File: src/hdl/phy_mgmt_pkg.sv
// constants for the phy management, pin and wake register bank
// assumes a 25 MHz clock, one apb word per register
package phy_mgmt_pkg;

  // ---------------------------------------------------------------
  // register indices and byte addresses
  // ---------------------------------------------------------------
  localparam int ADDR_W = 12;
  localparam int IDX_TARGET_ADDR = 'h138;
  localparam int IDX_DATA_WORD = 'h139;
  localparam int IDX_ACCESS_CTRL = 'h13B;
  localparam int IDX_GP_PINS = 'h13D;
  localparam int IDX_WAKE_EN = 'h13E;
  localparam int IDX_BASIC_CTRL = 'h140;
  localparam int IDX_BASIC_STAT = 'h142;
  localparam int IDX_AN_ADV = 'h144;

  // ---------------------------------------------------------------
  // field positions
  // ---------------------------------------------------------------
  localparam int GO_BIT = 6;
  localparam int DIR_BIT = 5;
  localparam int GP0_DIR_BIT = 0;
  localparam int GP0_VAL_BIT = 1;
  localparam int GP1_DIR_BIT = 2;
  localparam int GP1_VAL_BIT = 3;
  localparam int CTL_RESET_BIT = 15;
  localparam int CTL_SPEED_BIT = 13;
  localparam int CTL_ANE_BIT = 12;
  localparam int CTL_RESTART_BIT = 9;
  localparam int CTL_DUPLEX_BIT = 8;
  localparam int ADV_RF_BIT = 13;
  localparam int ADV_ABIL_LSB = 5;

  // ---------------------------------------------------------------
  // reset values and constant fields
  // ---------------------------------------------------------------
  localparam logic [4:0] STAT_CAPS = 5'h0F;
  localparam logic [3:0] ADV_ABIL_RST = 4'hF;
  localparam logic [4:0] ADV_SEL_RST = 5'h01;
  localparam logic [6:0] WAKE_RST = 7'h00;

  // ---------------------------------------------------------------
  // management frame timing and layout
  // ---------------------------------------------------------------
  localparam int CLK_PERIOD_NS = 40;
  localparam int MDC_HALF_NS = 200;
  localparam int MDC_HALF_CYC =
    (MDC_HALF_NS + CLK_PERIOD_NS - 1) / CLK_PERIOD_NS;
  localparam int FRAME_BITS = 64;
  localparam int TA_FIRST_BIT = 46;
  localparam int DATA_FIRST_BIT = 48;
  localparam logic [31:0] PREAMBLE = 32'hFFFFFFFF;
  localparam logic [1:0] START_CODE = 2'h1;
  localparam logic [1:0] OP_WRITE = 2'h1;
  localparam logic [1:0] OP_READ = 2'h2;
  localparam logic [1:0] TA_WRITE = 2'h2;

  typedef enum {MG_IDLE, MG_RUN} mgmt_state_e;

  function automatic logic [ADDR_W-1:0] byte_addr(input int idx);
    byte_addr = ADDR_W'(idx * 4);
  endfunction : byte_addr

endpackage : phy_mgmt_pkg

File: src/hdl/pin_sync.sv
// two-stage synchroniser for levels arriving from pins
// assumes the inputs are asynchronous to mclk
`timescale 1ns/1ns
module pin_sync #(
  parameter int WIDTH = 1
) (
  input wire logic mclk,
  input wire logic rst_n,
  input wire logic [WIDTH-1:0] async_in,
  output logic [WIDTH-1:0] sync_out
);

  logic [WIDTH-1:0] stage1;

  always_ff @(posedge mclk or negedge rst_n) begin
    if (!rst_n) begin
      stage1 <= '0;
      sync_out <= '0;
    end else begin
      stage1 <= async_in;
      sync_out <= stage1;
    end
  end

endmodule : pin_sync

File: src/hdl/mgmt_frame_engine.sv
// serial management frame engine on mdc/mdio
// assumes mdio_in is synchronised to mclk
`timescale 1ns/1ns
module mgmt_frame_engine (
  input wire logic mclk,
  input wire logic rst_n,
  input wire logic start,
  input wire logic write_op,
  input wire logic [4:0] phy_addr,
  input wire logic [4:0] reg_idx,
  input wire logic [15:0] wdata,
  input wire logic mdio_in,
  output logic busy,
  output logic done,
  output logic [15:0] rdata,
  output logic mdc,
  output logic mdio_o,
  output logic mdio_oe
);

  phy_mgmt_pkg::mgmt_state_e state;
  logic [phy_mgmt_pkg::FRAME_BITS-1:0] shreg;
  logic [6:0] bit_cnt;
  logic [3:0] div;
  logic is_write;

  wire half_tick = div == 4'(phy_mgmt_pkg::MDC_HALF_CYC - 1);
  wire last_bit = bit_cnt == 7'(phy_mgmt_pkg::FRAME_BITS - 1);
  wire in_data = bit_cnt >= 7'(phy_mgmt_pkg::DATA_FIRST_BIT);
  wire next_oe = is_write ||
    (bit_cnt + 7'h01) < 7'(phy_mgmt_pkg::TA_FIRST_BIT);
  wire [phy_mgmt_pkg::FRAME_BITS-1:0] frame = {phy_mgmt_pkg::PREAMBLE,
    phy_mgmt_pkg::START_CODE,
    write_op ? phy_mgmt_pkg::OP_WRITE : phy_mgmt_pkg::OP_READ,
    phy_addr, reg_idx,
    write_op ? phy_mgmt_pkg::TA_WRITE : 2'h0,
    write_op ? wdata : 16'h0000};

  assign busy = state == phy_mgmt_pkg::MG_RUN;
  assign mdio_o = shreg[phy_mgmt_pkg::FRAME_BITS-1];

  always_ff @(posedge mclk or negedge rst_n) begin
    if (!rst_n) begin
      state <= phy_mgmt_pkg::MG_IDLE;
      shreg <= '0;
      bit_cnt <= 7'h00;
      div <= 4'h0;
      is_write <= 1'b0;
      mdc <= 1'b0;
      mdio_oe <= 1'b0;
      done <= 1'b0;
      rdata <= 16'h0000;
    end else begin
      done <= 1'b0;
      case (state)
        phy_mgmt_pkg::MG_IDLE: begin
          if (start) begin
            shreg <= frame;
            is_write <= write_op;
            bit_cnt <= 7'h00;
            div <= 4'h0;
            mdc <= 1'b0;
            mdio_oe <= 1'b1;
            state <= phy_mgmt_pkg::MG_RUN;
          end
        end
        phy_mgmt_pkg::MG_RUN: begin
          if (!half_tick) begin
            div <= div + 4'h1;
          end else begin
            div <= 4'h0;
            mdc <= !mdc;
            if (!mdc && in_data && !is_write) begin
              rdata <= {rdata[14:0], mdio_in};
            end
            if (mdc) begin
              shreg <= {shreg[phy_mgmt_pkg::FRAME_BITS-2:0], 1'b1};
              bit_cnt <= bit_cnt + 7'h01;
              mdio_oe <= next_oe && !last_bit;
              if (last_bit) begin
                done <= 1'b1;
                state <= phy_mgmt_pkg::MG_IDLE;
              end
            end
          end
        end
        default: state <= phy_mgmt_pkg::MG_IDLE;
      endcase
    end
  end

endmodule : mgmt_frame_engine

File: src/hdl/phy_mgmt_gpio_wake_regs.sv
// apb register bank: phy management, general pins, wake, phy words
// assumes events on mclk; pins are synchronised here
//
// Register access over APB was left to the implementer.
`timescale 1ns/1ns
// Function
// go bit starts frame, self-clears when done
// direction picks write or read
// 16-bit data word both ways
// writable target phy address
// pin one driven when output
// pin zero driven when output
// input pin value bits ignore writes
// read-only external phy support flag
// seven wake enables reset to zero
// wakeup needs feature and enabled event
// reset bit restores defaults, self-clears
// speed bit, loaded from eeprom
// autoneg on: speed, duplex show result
// restart bit re-initiates autoneg
// duplex bit, loaded from eeprom
// constant capability bits in status
// autoneg complete status bit
// remote fault sticky, cleared by read
// next page zero, ack read-only
// remote fault advert writable, reset zero
// pause advert read-only from eeprom
// ability adverts writable default one
// selector writable default one
// serial management frame to phy
module phy_mgmt_gpio_wake_regs #(
  parameter logic EXT_PHY_SUPPORT = 1'b1
) (
  input wire logic mclk,
  input wire logic rst_n,
  input wire logic psel,
  input wire logic penable,
  input wire logic pwrite,
  input wire logic [11:0] paddr,
  input wire logic [31:0] pwdata,
  output logic pready,
  output logic [31:0] prdata,
  output logic pslverr,
  output logic mdc,
  output logic mdio_o,
  output logic mdio_oe,
  input wire logic mdio_i,
  output logic general_pin_0_o,
  output logic general_pin_0_oe,
  input wire logic general_pin_0_i,
  output logic general_pin_1_o,
  output logic general_pin_1_oe,
  input wire logic general_pin_1_i,
  input wire logic set_feature_wakeup,
  input wire logic link_change_evt,
  input wire logic special_packet_evt,
  input wire logic [4:0] wake_frame_evt,
  output logic remote_wakeup,
  input wire logic ee_load,
  input wire logic ee_speed,
  input wire logic ee_duplex,
  input wire logic ee_autoneg,
  input wire logic ee_pause,
  input wire logic an_complete,
  input wire logic an_speed,
  input wire logic an_duplex,
  input wire logic an_partner_ack,
  input wire logic remote_fault_evt,
  output logic speed_100,
  output logic full_duplex,
  output logic autoneg_enable,
  output logic an_restart,
  output logic phy_soft_reset,
  output logic [3:0] adv_abilities
);

  // ---------------------------------------------------------------
  // state
  // ---------------------------------------------------------------
  logic [4:0] phy_target_addr, phy_reg_index, adv_selector;
  logic [15:0] mgmt_data_word, eng_rdata;
  logic mgmt_go, mgmt_direction, mgmt_start;
  logic gp0_direction, gp0_value, gp1_direction, gp1_value;
  logic [6:0] wake_en;
  logic ctl_speed, ctl_duplex, an_done, remote_fault;
  logic adv_ack, remote_fault_adv, pause_adv;
  logic mdio_sync, eng_busy, eng_done;
  logic [1:0] gp_sync;

  // ---------------------------------------------------------------
  // pin synchronisers and management engine
  // ---------------------------------------------------------------
  pin_sync #(.WIDTH(3)) u_sync (
    .mclk(mclk),
    .rst_n(rst_n),
    .async_in({general_pin_1_i, general_pin_0_i, mdio_i}),
    .sync_out({gp_sync, mdio_sync})
  );

  mgmt_frame_engine u_engine (
    .mclk(mclk),
    .rst_n(rst_n),
    .start(mgmt_start),
    .write_op(mgmt_direction),
    .phy_addr(phy_target_addr),
    .reg_idx(phy_reg_index),
    .wdata(mgmt_data_word),
    .mdio_in(mdio_sync),
    .busy(eng_busy),
    .done(eng_done),
    .rdata(eng_rdata),
    .mdc(mdc),
    .mdio_o(mdio_o),
    .mdio_oe(mdio_oe)
  );

  // ---------------------------------------------------------------
  // apb decode
  // ---------------------------------------------------------------
  function automatic logic hit(input logic [11:0] a, input int idx);
    hit = a == phy_mgmt_pkg::byte_addr(idx);
  endfunction : hit

  wire access = psel && penable && pready;
  wire wr = access && pwrite;
  wire rd = access && !pwrite;
  wire sel_target = hit(paddr, phy_mgmt_pkg::IDX_TARGET_ADDR);
  wire sel_data = hit(paddr, phy_mgmt_pkg::IDX_DATA_WORD);
  wire sel_access = hit(paddr, phy_mgmt_pkg::IDX_ACCESS_CTRL);
  wire sel_gp = hit(paddr, phy_mgmt_pkg::IDX_GP_PINS);
  wire sel_wake = hit(paddr, phy_mgmt_pkg::IDX_WAKE_EN);
  wire sel_ctl = hit(paddr, phy_mgmt_pkg::IDX_BASIC_CTRL);
  wire sel_stat = hit(paddr, phy_mgmt_pkg::IDX_BASIC_STAT);
  wire sel_adv = hit(paddr, phy_mgmt_pkg::IDX_AN_ADV);
  wire mapped = sel_target || sel_data || sel_access || sel_gp ||
    sel_wake || sel_ctl || sel_stat || sel_adv;
  wire mgmt_idle = !mgmt_go && !eng_busy;

  wire wr_target = wr && sel_target && mgmt_idle;
  wire wr_data = wr && sel_data && mgmt_idle;
  wire wr_access = wr && sel_access && mgmt_idle;
  wire wr_gp = wr && sel_gp;
  wire wr_wake = wr && sel_wake;
  wire wr_ctl = wr && sel_ctl;
  wire wr_adv = wr && sel_adv;
  wire rd_stat = rd && sel_stat;

  wire ctl_reset_req = wr_ctl && pwdata[phy_mgmt_pkg::CTL_RESET_BIT];

  // ---------------------------------------------------------------
  // read data
  // ---------------------------------------------------------------
  wire gp0_read = gp0_direction ? gp0_value : gp_sync[0];
  wire gp1_read = gp1_direction ? gp1_value : gp_sync[1];
  wire shown_speed = autoneg_enable ? an_speed : ctl_speed;
  wire shown_duplex = autoneg_enable ? an_duplex : ctl_duplex;

  wire [7:0] rd_access = {1'b0, mgmt_go, mgmt_direction,
    phy_reg_index};
  wire [7:0] rd_gp = {3'h0, EXT_PHY_SUPPORT, gp1_read, gp1_direction,
    gp0_read, gp0_direction};
  wire [15:0] rd_ctl = {phy_soft_reset, 1'b0, shown_speed,
    autoneg_enable, 2'h0, an_restart, shown_duplex, 8'h00};
  wire [15:0] rd_stat_word = {1'b0, 4'hF, 5'h00, an_done,
    remote_fault, phy_mgmt_pkg::STAT_CAPS[3:0] & 4'h9};
  wire [15:0] rd_adv = {1'b0, adv_ack, remote_fault_adv, 2'h0,
    pause_adv, 1'b0, adv_abilities, adv_selector};

  wire [15:0] rd_word =
    sel_target ? {11'h000, phy_target_addr} :
    sel_data ? mgmt_data_word :
    sel_access ? {8'h00, rd_access} :
    sel_gp ? {8'h00, rd_gp} :
    sel_wake ? {9'h000, wake_en} :
    sel_ctl ? rd_ctl :
    sel_stat ? rd_stat_word :
    sel_adv ? rd_adv : 16'h0000;

  // ---------------------------------------------------------------
  // apb slave: one wait state, error on unmapped address
  // ---------------------------------------------------------------
  always_ff @(posedge mclk or negedge rst_n) begin
    if (!rst_n) begin
      pready <= 1'b0;
      prdata <= 32'h00000000;
      pslverr <= 1'b0;
    end else begin
      pready <= psel && penable && !pready;
      pslverr <= psel && penable && !pready && !mapped;
      if (psel && penable && !pready && !pwrite) begin
        prdata <= {16'h0000, rd_word};
      end
    end
  end

  // ---------------------------------------------------------------
  // management access
  // ---------------------------------------------------------------
  always_ff @(posedge mclk or negedge rst_n) begin
    if (!rst_n) begin
      phy_target_addr <= 5'h00;
      mgmt_direction <= 1'b0;
      phy_reg_index <= 5'h00;
    end else begin
      if (wr_target) begin
        phy_target_addr <= pwdata[4:0];
      end
      if (wr_access) begin
        mgmt_direction <= pwdata[phy_mgmt_pkg::DIR_BIT];
        phy_reg_index <= pwdata[4:0];
      end
    end
  end

  always_ff @(posedge mclk or negedge rst_n) begin
    if (!rst_n) begin
      mgmt_go <= 1'b0;
      mgmt_start <= 1'b0;
    end else begin
      mgmt_start <= wr_access && pwdata[phy_mgmt_pkg::GO_BIT];
      if (wr_access && pwdata[phy_mgmt_pkg::GO_BIT]) begin
        mgmt_go <= 1'b1;
      end else if (eng_done) begin
        mgmt_go <= 1'b0;
      end
    end
  end

  always_ff @(posedge mclk or negedge rst_n) begin
    if (!rst_n) begin
      mgmt_data_word <= 16'h0000;
    end else if (eng_done && !mgmt_direction) begin
      mgmt_data_word <= eng_rdata;
    end else if (wr_data) begin
      mgmt_data_word <= pwdata[15:0];
    end
  end

  // ---------------------------------------------------------------
  // general pins
  // ---------------------------------------------------------------
  always_ff @(posedge mclk or negedge rst_n) begin
    if (!rst_n) begin
      gp0_direction <= 1'b0;
      gp0_value <= 1'b0;
      gp1_direction <= 1'b0;
      gp1_value <= 1'b0;
      general_pin_0_o <= 1'b0;
      general_pin_0_oe <= 1'b0;
      general_pin_1_o <= 1'b0;
      general_pin_1_oe <= 1'b0;
    end else begin
      if (wr_gp) begin
        gp0_direction <= pwdata[phy_mgmt_pkg::GP0_DIR_BIT];
        gp1_direction <= pwdata[phy_mgmt_pkg::GP1_DIR_BIT];
      end
      if (wr_gp && gp0_direction) begin
        gp0_value <= pwdata[phy_mgmt_pkg::GP0_VAL_BIT];
      end
      if (wr_gp && gp1_direction) begin
        gp1_value <= pwdata[phy_mgmt_pkg::GP1_VAL_BIT];
      end
      general_pin_0_o <= gp0_value;
      general_pin_0_oe <= gp0_direction;
      general_pin_1_o <= gp1_value;
      general_pin_1_oe <= gp1_direction;
    end
  end

  // ---------------------------------------------------------------
  // wake enables and remote wakeup
  // ---------------------------------------------------------------
  wire [6:0] wake_hit = wake_en &
    {link_change_evt, special_packet_evt, wake_frame_evt};

  always_ff @(posedge mclk or negedge rst_n) begin
    if (!rst_n) begin
      wake_en <= phy_mgmt_pkg::WAKE_RST;
      remote_wakeup <= 1'b0;
    end else begin
      if (wr_wake) begin
        wake_en <= pwdata[6:0];
      end
      remote_wakeup <= set_feature_wakeup && (|wake_hit);
    end
  end

  // ---------------------------------------------------------------
  // phy basic control
  // ---------------------------------------------------------------
  always_ff @(posedge mclk or negedge rst_n) begin
    if (!rst_n) begin
      ctl_speed <= 1'b0;
      ctl_duplex <= 1'b0;
      autoneg_enable <= 1'b0;
      an_restart <= 1'b0;
      phy_soft_reset <= 1'b0;
    end else begin
      phy_soft_reset <= ctl_reset_req;
      an_restart <= wr_ctl && !ctl_reset_req &&
        pwdata[phy_mgmt_pkg::CTL_RESTART_BIT];
      if (ee_load || ctl_reset_req) begin
        ctl_speed <= ee_speed;
        ctl_duplex <= ee_duplex;
        autoneg_enable <= ee_autoneg;
      end else if (wr_ctl) begin
        autoneg_enable <= pwdata[phy_mgmt_pkg::CTL_ANE_BIT];
        if (!autoneg_enable) begin
          ctl_speed <= pwdata[phy_mgmt_pkg::CTL_SPEED_BIT];
          ctl_duplex <= pwdata[phy_mgmt_pkg::CTL_DUPLEX_BIT];
        end
      end
    end
  end

  always_ff @(posedge mclk or negedge rst_n) begin
    if (!rst_n) begin
      speed_100 <= 1'b0;
      full_duplex <= 1'b0;
    end else begin
      speed_100 <= shown_speed;
      full_duplex <= shown_duplex;
    end
  end

  // ---------------------------------------------------------------
  // phy basic status
  // ---------------------------------------------------------------
  always_ff @(posedge mclk or negedge rst_n) begin
    if (!rst_n) begin
      an_done <= 1'b0;
      remote_fault <= 1'b0;
    end else begin
      an_done <= an_complete && !ctl_reset_req;
      if (remote_fault_evt) begin
        remote_fault <= 1'b1;
      end else if (rd_stat || ctl_reset_req) begin
        remote_fault <= 1'b0;
      end
    end
  end

  // ---------------------------------------------------------------
  // auto-negotiation advertisement
  // ---------------------------------------------------------------
  always_ff @(posedge mclk or negedge rst_n) begin
    if (!rst_n) begin
      adv_ack <= 1'b0;
      remote_fault_adv <= 1'b0;
      pause_adv <= 1'b0;
      adv_abilities <= phy_mgmt_pkg::ADV_ABIL_RST;
      adv_selector <= phy_mgmt_pkg::ADV_SEL_RST;
    end else begin
      adv_ack <= an_partner_ack;
      if (ee_load) begin
        pause_adv <= ee_pause;
      end
      if (wr_adv) begin
        remote_fault_adv <= pwdata[phy_mgmt_pkg::ADV_RF_BIT];
        adv_abilities <= pwdata[phy_mgmt_pkg::ADV_ABIL_LSB +: 4];
        adv_selector <= pwdata[4:0];
      end
    end
  end

endmodule : phy_mgmt_gpio_wake_regs

File: config.mk
export PLATFORM = sky130hd
export DESIGN_NAME = phy_mgmt_gpio_wake_regs
export DESIGN_NICKNAME = d
export VERILOG_FILES = /design/src/hdl/phy_mgmt_pkg.sv /design/src/hdl/pin_sync.sv /design/src/hdl/mgmt_frame_engine.sv /design/src/hdl/phy_mgmt_gpio_wake_regs.sv
export SDC_FILE = /design/constraint.sdc
export NUM_CORES = 1
export LEC_CHECK = 0
export ABC_AREA = 1
export BUFFER_PORTS_ARGS = -buffer_cell sky130_fd_sc_hd__buf_4
export CELL_PAD_IN_SITES_DETAIL_PLACEMENT = 1
export CELL_PAD_IN_SITES_GLOBAL_PLACEMENT = 1
export CORE_ASPECT_RATIO = 0.6
export CORE_MARGIN = 2
export CORE_UTILIZATION = 39
export CTS_CLUSTER_DIAMETER = 80
export DETAILED_ROUTE_END_ITERATION = 10
export GPL_TIMING_DRIVEN = 0
export PLACE_DENSITY_LB_ADDON = 0.1
export SYNTH_ARGS = -nofsm -noshare
export SYNTH_HDL_FRONTEND = slang
export SYNTH_SLANG_ARGS = --single-unit
File: constraint.sdc
create_clock -name mclk -period 1.7 [get_ports mclk]
set_input_delay 0.17 -clock mclk [delete_from_list [all_inputs] [get_ports mclk]]
set_output_delay 0.17 -clock mclk [all_outputs]
set_load 0.05 [all_outputs]
; Yosys cells after proc, flatten, opt, wreduce, memory -nomap -nowiden
; Cells that the tools add are included.
[totals]
romBits = 0
latch_bits = 0
mem_bits_rw = 0
input_bits = 70
n_memories = 0
ff_bits = 217
[op_classes]
reduce_logical = 65
shift = 0
mul = 0
eq_ne = 17
div = 0
bitwise_logic = 1
order_cmp = 2
muxes = 56
n_addsub = 2
[op_table]
columns = operator, count
row1 = 64-bit 2-to-1 mux, 3
row2 = 16-bit 2-to-1 mux, 9
row3 = 32-bit 2-to-1 mux, 4
row4 = 64-bit case mux with 2 select lines, 1
row5 = "12-bit by 11-bit equality test with 1-bit output, second input constant", 8
row6 = 32-bit case mux with 2 select lines, 1
row7 = "32-bit by 1-bit equality test with 1-bit output, second input constant", 1
row8 = "32-bit by 2-bit equality test with 1-bit output, second input constant", 1
row9 = 32-bit zero test, 1
row10 = 1-bit logical AND, 31
row11 = 15-bit 2-to-1 mux, 2
row12 = 1-bit 2-to-1 mux, 25
row13 = 7-bit 2-to-1 mux, 3
row14 = 7-bit case mux with 2 select lines, 1
row15 = 1-bit zero test, 10
row16 = 1-bit logical OR, 10
row17 = 2-bit nonzero test, 5
row18 = 4-bit 2-to-1 mux, 2
row19 = "2-bit by 1-bit inequality test with 1-bit output, second input constant", 4
row20 = 4-bit case mux with 2 select lines, 1
row21 = 4-bit AND reduction, 2
row22 = "7-bit by 1-bit adder with 7-bit output, second input constant", 1
row23 = 7-bit AND, 1
row24 = "7-bit by 6-bit equality test with 1-bit output, second input constant", 1
row25 = 10 further kinds, 15

; Logic depth before layout (Yosys ltp)
; Gate-level depths: netlist (run 1).
[depth]
depth_word = 10
depth_mapped = 12

; Modules after synthesis
; A second synthesis (run 1) with hierarchy kept.
[hier_totals]
cells_unflattened = 983
area_unflattened_um2 = 8488.1
[by_module_without_submodules]
columns = module, n_inst, area_each_um2, seq_area_each_um2, cells_per_inst
row1 = phy_mgmt_gpio_wake_regs, 1, 4244.1, 2108.3, 535
row2 = mgmt_frame_engine, 1, 4093.9, 2402.3, 442
row3 = pin_sync, 1, 150.1, 150.1, 6

; Worst setup path before layout (run 1)
; OpenSTA, ideal clock, no wires.
[synth_timing]
path_type = register to register
startpoint = register pready
endpoint = register mgmt_direction
slack_ns = -0.026
period_less_slack_ns = 1.726
path_stages_with_launch = 9
arrival_time_ns = 1.608
setup_ns = 0.118
path_buffers = 1
cell_sequence = dfrtp_1 > nand4_1 > inv_2 > nand2_1 > inv_1 > nand3_2 > buf_6 > a21oi_1 > inv_1
[synth_via]
elab_chain_len = 4
[synth_lines]
columns = item, line
row1 = start: declaration, phy_mgmt_gpio_wake_regs.sv:41  ; output logic pready,
row2 = start signal: assignment, phy_mgmt_gpio_wake_regs.sv:188  ; pready <= psel && penable && !pready;
row3 = 1-bit logical AND, phy_mgmt_gpio_wake_regs.sv:124  ; wire access = psel && penable && pready;
row4 = 1-bit logical AND, phy_mgmt_gpio_wake_regs.sv:125  ; wire wr = access && pwrite;
row5 = 1-bit logical AND (2 in a row), phy_mgmt_gpio_wake_regs.sv:141  ; wire wr_access = wr && sel_access && mgmt_idle;
row6 = end signal: assignment, phy_mgmt_gpio_wake_regs.sv:209  ; mgmt_direction <= pwdata[phy_mgmt_pkg::DIR_BIT];
row7 = end: declaration, phy_mgmt_gpio_wake_regs.sv:82  ; logic mgmt_go, mgmt_direction, mgmt_start;
; Every way passes these cells.
; A chain may end at the register's enable or synchronous reset.

; Worst setup path after layout (run 1)
[layout_timing]
startpoint = register u_engine.div[1]
endpoint = register u_engine.mdio_oe
[layout_via]
elab_chain_len = 3
[layout_lines]
columns = item, line
row1 = start: declaration, mgmt_frame_engine.sv:24  ; logic [3:0] div;
row2 = start signal: assignment, mgmt_frame_engine.sv:69  ; div <= div + 4'h1;
row3 = 4-bit by 3-bit equality test with 1-bit output, mgmt_frame_engine.sv:27  ; wire half_tick = div == 4'(phy_mgmt_pkg::MDC_HALF_CYC - 1);
row4 = 2-bit by 1-bit inequality test with 1-bit output (no line), -
row5 = 4-bit AND reduction (no line), -
row6 = end signal: assignment, mgmt_frame_engine.sv:79  ; mdio_oe <= next_oe && !last_bit;
row7 = end: declaration, mgmt_frame_engine.sv:18  ; output logic mdio_oe
; Every way passes these cells.

==> impl_metrics.yaml, run 1 <==
timing:
  skew_ns: 0.00968
  finalCritPeriodShare_pct: 101
  rsz0062_at_grt: "yes"
  hold_slack_ns: 0.00531
  final-setup-viol-count: 5
  drv_slew: 0
  finalWorstSetupSlack_ns: -0.0177
  finalHoldViolations: 0
  worstMarginPinSlew_ns: 0.778
  slew_headroom_pct: 47.7
  clock.fmax_ghz: 0.582
  setup_tns_ns: -0.0426
  fin_crit_ns: 1.72
worst_setup_path:
  cp.arrival_ns: 2.09
  worstSetupPathType: "flop to flop"
  cp-end-kind: "flop"
  start_kind: "flop"
  worst-path-max-fanout: 5
  cp.required_ns: 2.07
  r2r_cells: 13
logic_synthesis:
  ys_top_cells_by_area: "dfrtp_1 54%, nand2_1 9.7%, inv_1 5.6%, o21ai_0 4.3%, a22oi_1 2.8%"
  yosysSeqAreaShare_pct: 55.1
  avgSynthCellArea_sq_um: 8.95
  netlist_area_sq_um: 8460
  synth_top_area_share_pct: 53.5
  yosysWarnings: 0
  synthDistinctLibCells: 47
  synth_cells: 946
  ys_seq_elements: 186
  netlist.top_cell.by_area: "dfrtp_1"
routing:
  drc: 0
  vias: 7001
  drt-total-wl_um: 24900
  vias_per_cell: 5.04
  firstDrtPassIters: 5
  detail-route-antenna-nets: 0
  drt_iter0_markers: 488
  routedWlPerCell_um: 17.9
clock_network:
  ctsLongestPathBuffers: 2
  cts.clk_slew.worst_paths_ns: 0.08
  cts.sinks: 186
  h-tree-depth: 4
  cts_root_buffer: "clkbuf_16"
  cts_buffers: 17
  clk_latency_ns: 0.45
  cts_tree: "built"
place:
  gp_congestion: 0.815
  place_ws_ns: -0.386
  port_buffers: 88
  hpwl_um: 17900
grt:
  grt_pass1_wl_um: 40600
  grt_use_total_pct: 22.8
  grt_max_degree: 117
  overflow: 0
  grt_pass1_vias: 7244
  antenna_found_initial: 0
worst_hold_path:
  whs_path_depth: 3
  hp-class: "input port to flop"
final_layout:
  syn_to_final_growth_pct: 25.8
  diodes: 0
  fin_nets: 1172
  final_layout_size_suffix_gt1_share_pct: 23.8
die:
  die_area_sq_um: 22900
  coreArea_sq_um: 21100
  num_io_pins: 121
  die_h_um: 118
  initial_core_util_pct: 40.0
  std_cell_rows: 41
  fp.dieW_um: 194
pwr:
  vdd_drop_max_mv: 0.674
  p_comb_share_pct: 6.6
  power.density_nw_per_um2: 862
  power.total_mw: 9.18
  pwr-share-clk_pct: 44.6
  p_sw_share_pct: 26.4
  p_int_mw: 6.76
  p_sw_mw: 2.42
  seqPwrFrac_pct: 48.7
  leakage_nw: 5.35
outcome:
  violations: "negative setup slack"
  outcome: "complete, but fails checks"
job:
  cap_violations: 0
==> registers in the layout, summed over array words and instances, names as in the netlist, 4 cells and up <==
register          flops
adv_abilities         4
adv_selector          5
mgmt_data_word       16
phy_reg_index         5
phy_target_addr       5
prdata               16
u_engine.bit_cnt      7
u_engine.div          4
u_engine.rdata       16
u_engine.shreg       64
wake_en               7
==> through the flow <==
step	util, %	std cells	area [sq um]
6_report	50.4	1390	10600
5_1_grt	50.4	1390	10600
4_1_cts	49.8	1385	10500
3_5_place_dp	45.3	1329	9570
3_3_place_gp	45.1	1328	9530
2_1_floorplan	-	961	8520
==> power groups by stage <==
stage / registers [mW] / logic [mW] / clock network, mW
2_1_floorplan: 4.62 / 0.224 / 0
3_3_place_gp: 4.56 / 0.560 / 0
3_5_place_dp: 4.56 / 0.577 / 0
4_1_cts: 4.47 / 0.609 / 4.18
5_1_grt: 4.48 / 0.662 / 4.36
6_report: 4.48 / 0.610 / 4.10
==> final cells by class <==
| class | count | area, sq um |
|---|---|---|
| buffer | 51 | 380 |
| inverter | 138 | 524 |
| timing repair buffer | 118 | 978 |
| fill | 2459 | 10500 |
| multi-input combinational | 586 | 3150 |
| tap | 279 | 349 |
| sequential | 186 | 4660 |
| clock buffer | 17 | 425 |
| clock inverter | 15 | 178 |
==> worst max-delay path, cell delays in order (launching register included) <==
cell and delay (ns):
dfrtp_1 0.40, inv_2 0.09, ha_4 0.14, nand3_4 0.11, nor2_4 0.11, inv_2 0.06, nor2_4 0.09, inv_2 0.06
nand2_4 0.09, buf_8 0.15, buf_8 0.13, buf_6 0.10, nor2_4 0.03, a21oi_2 0.08
==> layer usage <==
| layer | share of wire (%) | vias to the layer above | global-route usage (%) |
|---|---|---|---|
| met5 | 0 | - | 0 |
| met4 | 1.0 | 0 | 5.68 |
| met3 | 3.7 | 18 | 4.36 |
| met2 | 41 | 133 | 31.8 |
| met1 | 54 | 3500 | 35.8 |
| li1 | - | 3350 | - |
==> placed cells by master, fill, tap and decap left out, types with 4 or more instances in the layout <==
cell type and count:
a21oi_1 23, a22oi_1 28, a22oi_2 4, a31oi_1 14
buf_2 6, buf_4 124, buf_6 8, clkbuf_1 4
clkbuf_16 17, clkbuf_2 4, conb_1 16, dfrtp_1 180
dfstp_2 5, dlygate4sd3_1 15, inv_1 124, inv_2 12
inv_6 5, nand2_1 217, nand2_2 7, nand3_1 24
nand3_2 5, nand4_1 12, nor2_1 47, nor2_2 14
nor2_4 7, o211ai_1 11, o21ai_0 72, o21ai_1 13
o21ai_2 7, o22ai_1 23, xor2_1 6
==> cell families after synthesis <==
logic type	count (synthesis)	synth area share, %
buf+inv	189	9.93
compound gates	207	14.8
fa+ha+maj	4	0.591
other cells	1	0.0443
mux	3	0.370
simple gates	349	18.4
flops	186	55.1
xor+xnor	7	0.724
==> synth_stat cells, drive strengths merged <==
master / count
o22ai: 23
o21a: 1
conb: 1
buf: 38
a21oi: 25
nor2: 69
nand4: 13
o221ai: 1
and3: 2
xnor2: 1
dfstp: 5
a22o: 3
xor2: 6
o211ai: 11
a31oi: 15
a21boi: 1
dfrtp: 181
nand3: 32
or2: 1
mux2i: 2
o21bai: 1
nand2: 227
ha: 4
inv: 137
nor3: 5
mux2: 1
a22oi: 32
o21ai: 93
a221oi: 1
clkinv: 1
clkbuf: 13
==> repair_timing <==
action | CTS | global route
gates resized for setup | 39 | 34
hold buffers | 15 | 0
pin swaps | 3 | 5
endpoints found under the hold margin | 78 | 0
endpoints found under the setup margin | 97 | 126
buffers inserted | 7 | 5
gates cloned | 2 | 0
==> worst paths after layout <==
check                                  from  slack (ns)                  to
max                         u_engine.div[1]       -0.02    u_engine.mdio_oe
min                                 penable       0.005              pready
max reg2reg                 u_engine.div[1]       -0.02    u_engine.mdio_oe
min reg2reg                u_sync.stage1[2]        0.36  u_sync.sync_out[2]
max in group asynchronous             rst_n        0.44  u_engine.shreg[48]
min in group asynchronous             rst_n        0.28    general_pin_1_oe
Power figures use the tool's default switching activity.
==> run 2: changes to the inputs <==
--- a/config.mk
+++ b/config.mk
@@ -15,7 +15,7 @@
 export CTS_CLUSTER_DIAMETER = 80
 export DETAILED_ROUTE_END_ITERATION = 10
 export GPL_TIMING_DRIVEN = 0
-export PLACE_DENSITY_LB_ADDON = 0.1
+export PLACE_DENSITY = 0.75
 export SYNTH_ARGS = -nofsm -noshare
 export SYNTH_HDL_FRONTEND = slang
 export SYNTH_SLANG_ARGS = --single-unit
==> impl_metrics.yaml, run 2 (synthesis results as in run 1) <==
timing:
  drv_slew: 0
  worstMarginPinSlew_ns: 0.734
  finalCritPeriodShare_pct: 102
  fin_crit_ns: 1.73
  finalWorstSetupSlack_ns: -0.0344
  finalHoldViolations: 0
  setup_tns_ns: -0.153
  skew_ns: 0.0117
  final-setup-viol-count: 9
  hold_slack_ns: 0.0381
  rsz0062_at_grt: "yes"
  slew_headroom_pct: 50.7
  clock.fmax_ghz: 0.577
routing:
  drc: 0
  vias_per_cell: 5.16
  vias: 7178
  routedWlPerCell_um: 18.3
  drt-total-wl_um: 25400
  firstDrtPassIters: 5
  detail-route-antenna-nets: 0
  drt_iter0_markers: 474
grt:
  grt_pass1_wl_um: 40600
  grt_max_degree: 118
  antenna_found_initial: 0
  grt_use_total_pct: 22.8
  grt_pass1_vias: 7290
  overflow: 0
pwr:
  leakage_nw: 5.43
  power.density_nw_per_um2: 855
  vdd_drop_max_mv: 0.725
  power.total_mw: 9.23
clock_network:
  h-tree-depth: 4
  cts_buffers: 17
  cts.sinks: 186
  cts_tree: "built"
  cts.clk_slew.worst_paths_ns: 0.07
  clk_latency_ns: 0.44
  ctsLongestPathBuffers: 2
  cts_root_buffer: "clkbuf_16"
final_layout:
  diodes: 0
  multi_input_area_sq_um: 3210
  largest_reg_flops: 64
  n_fill_cell: 2456
  syn_to_final_growth_pct: 27.5
  seqCellArea_sq_um: 4660
  fin_nets: 1173
  final_layout_size_suffix_gt1_share_pct: 25.2
  final-instance-count-excl-fill: 1391
  layout_common_cells: "208 x nand2_1, 180 x dfrtp_1, 125 x buf_4"
  top_register: "u_engine.shreg"
  mostFrequentLayoutCell: "nand2_1"
die:
  fp.dieW_um: 194
  die_h_um: 118
  die_area_sq_um: 22900
  initial_core_util_pct: 40.0
  coreArea_sq_um: 21100
  num_io_pins: 121
  std_cell_rows: 41
place:
  dp_cells: 1329
  port_buffers: 88
  gp_congestion: 0.836
  place_ws_ns: -0.353
  hpwl_um: 17900
worst_hold_path:
  hp-class: "input port to flop"
outcome:
  violations: "negative setup slack"
  outcome: "complete, but fails checks"
worst_setup_path:
  cp.required_ns: 2.06
  cp-end-kind: "flop"
  start_kind: "flop"
  cp.arrival_ns: 2.09
  worst-path-max-fanout: 6
  worstSetupPathType: "flop to flop"
job:
  cap_violations: 0
==> run 2: what timing repair did <==
action,in CTS,in global routing
pin swaps,2,4
gates resized for setup,44,75
gates cloned,2,1
setup buffers,9,5
hold buffers,15,0
endpoints found under the setup margin,100,123
hold endpoints to repair,82,0
==> run 2: final timing paths <==
check / cells after the start / from / slack (ns) / endpoint
setup / recovery: 12 / u_engine.div[0] / -0.03 / u_engine.shreg[29]
hold / removal: 4 / pwdata[15] / 0.04 / an_restart
setup reg to reg: 12 / u_engine.div[0] / -0.03 / u_engine.shreg[29]
hold reg to reg: 0 / u_sync.stage1[1] / 0.35 / u_sync.sync_out[1]
max in group asynchronous: 3 / rst_n / 0.39 / pready
min in group asynchronous: 2 / rst_n / 0.27 / u_sync.sync_out[1]
==> run 2: per-stage QoR <==
step	cell area (sq um)	utilization, %
2_1_floorplan	8520	-
3_3_place_gp	9530	45.1
3_5_place_dp	9570	45.3
4_1_cts	10600	50.1
5_1_grt	10800	51.1
6_report	10800	51.1
==> run 2: power breakdown <==
| part | total, mW | switching, mW | internal [mW] | leakage [nW] |
|---|---|---|---|---|
| Sequential | 4.48 | 0.0188 | 4.46 | 2.50 |
| Clock | 4.14 | 1.92 | 2.23 | 0.289 |
| Combinational | 0.614 | 0.412 | 0.202 | 2.64 |
==> run 2: routing by layer <==
| layer | global-route usage, % | share of wire, % |
|---|---|---|
| met5 | 0 | 0 |
| met2 | 32.3 | 43 |
| met4 | 5.02 | 1.1 |
| met3 | 4.56 | 5.2 |
| met1 | 35.5 | 51 |
==> run 2: area by class of cell <==
cell class,instances,share of cell area (%)
Buffer,50,3.87
Clock inverter,15,1.68
Clock buffer,17,3.94
Inverter,138,4.90
Sequential cell,186,43.2
Multi-Input combinational cell,586,29.7
Timing Repair Buffer,120,9.45
Tap cell,279,3.23
==> run 2: worst max-delay path: stages (launching register included) <==
cell and delay, ns:
dfrtp_1 0.40, inv_2 0.08, ha_4 0.14, nand3_4 0.11, nor2_4 0.11, inv_2 0.06
nor2_4 0.13, inv_4 0.06, nand2_8 0.09, buf_12 0.14, clkbuf_16 0.14, o211ai_1 0.07
o21ai_1 0.10
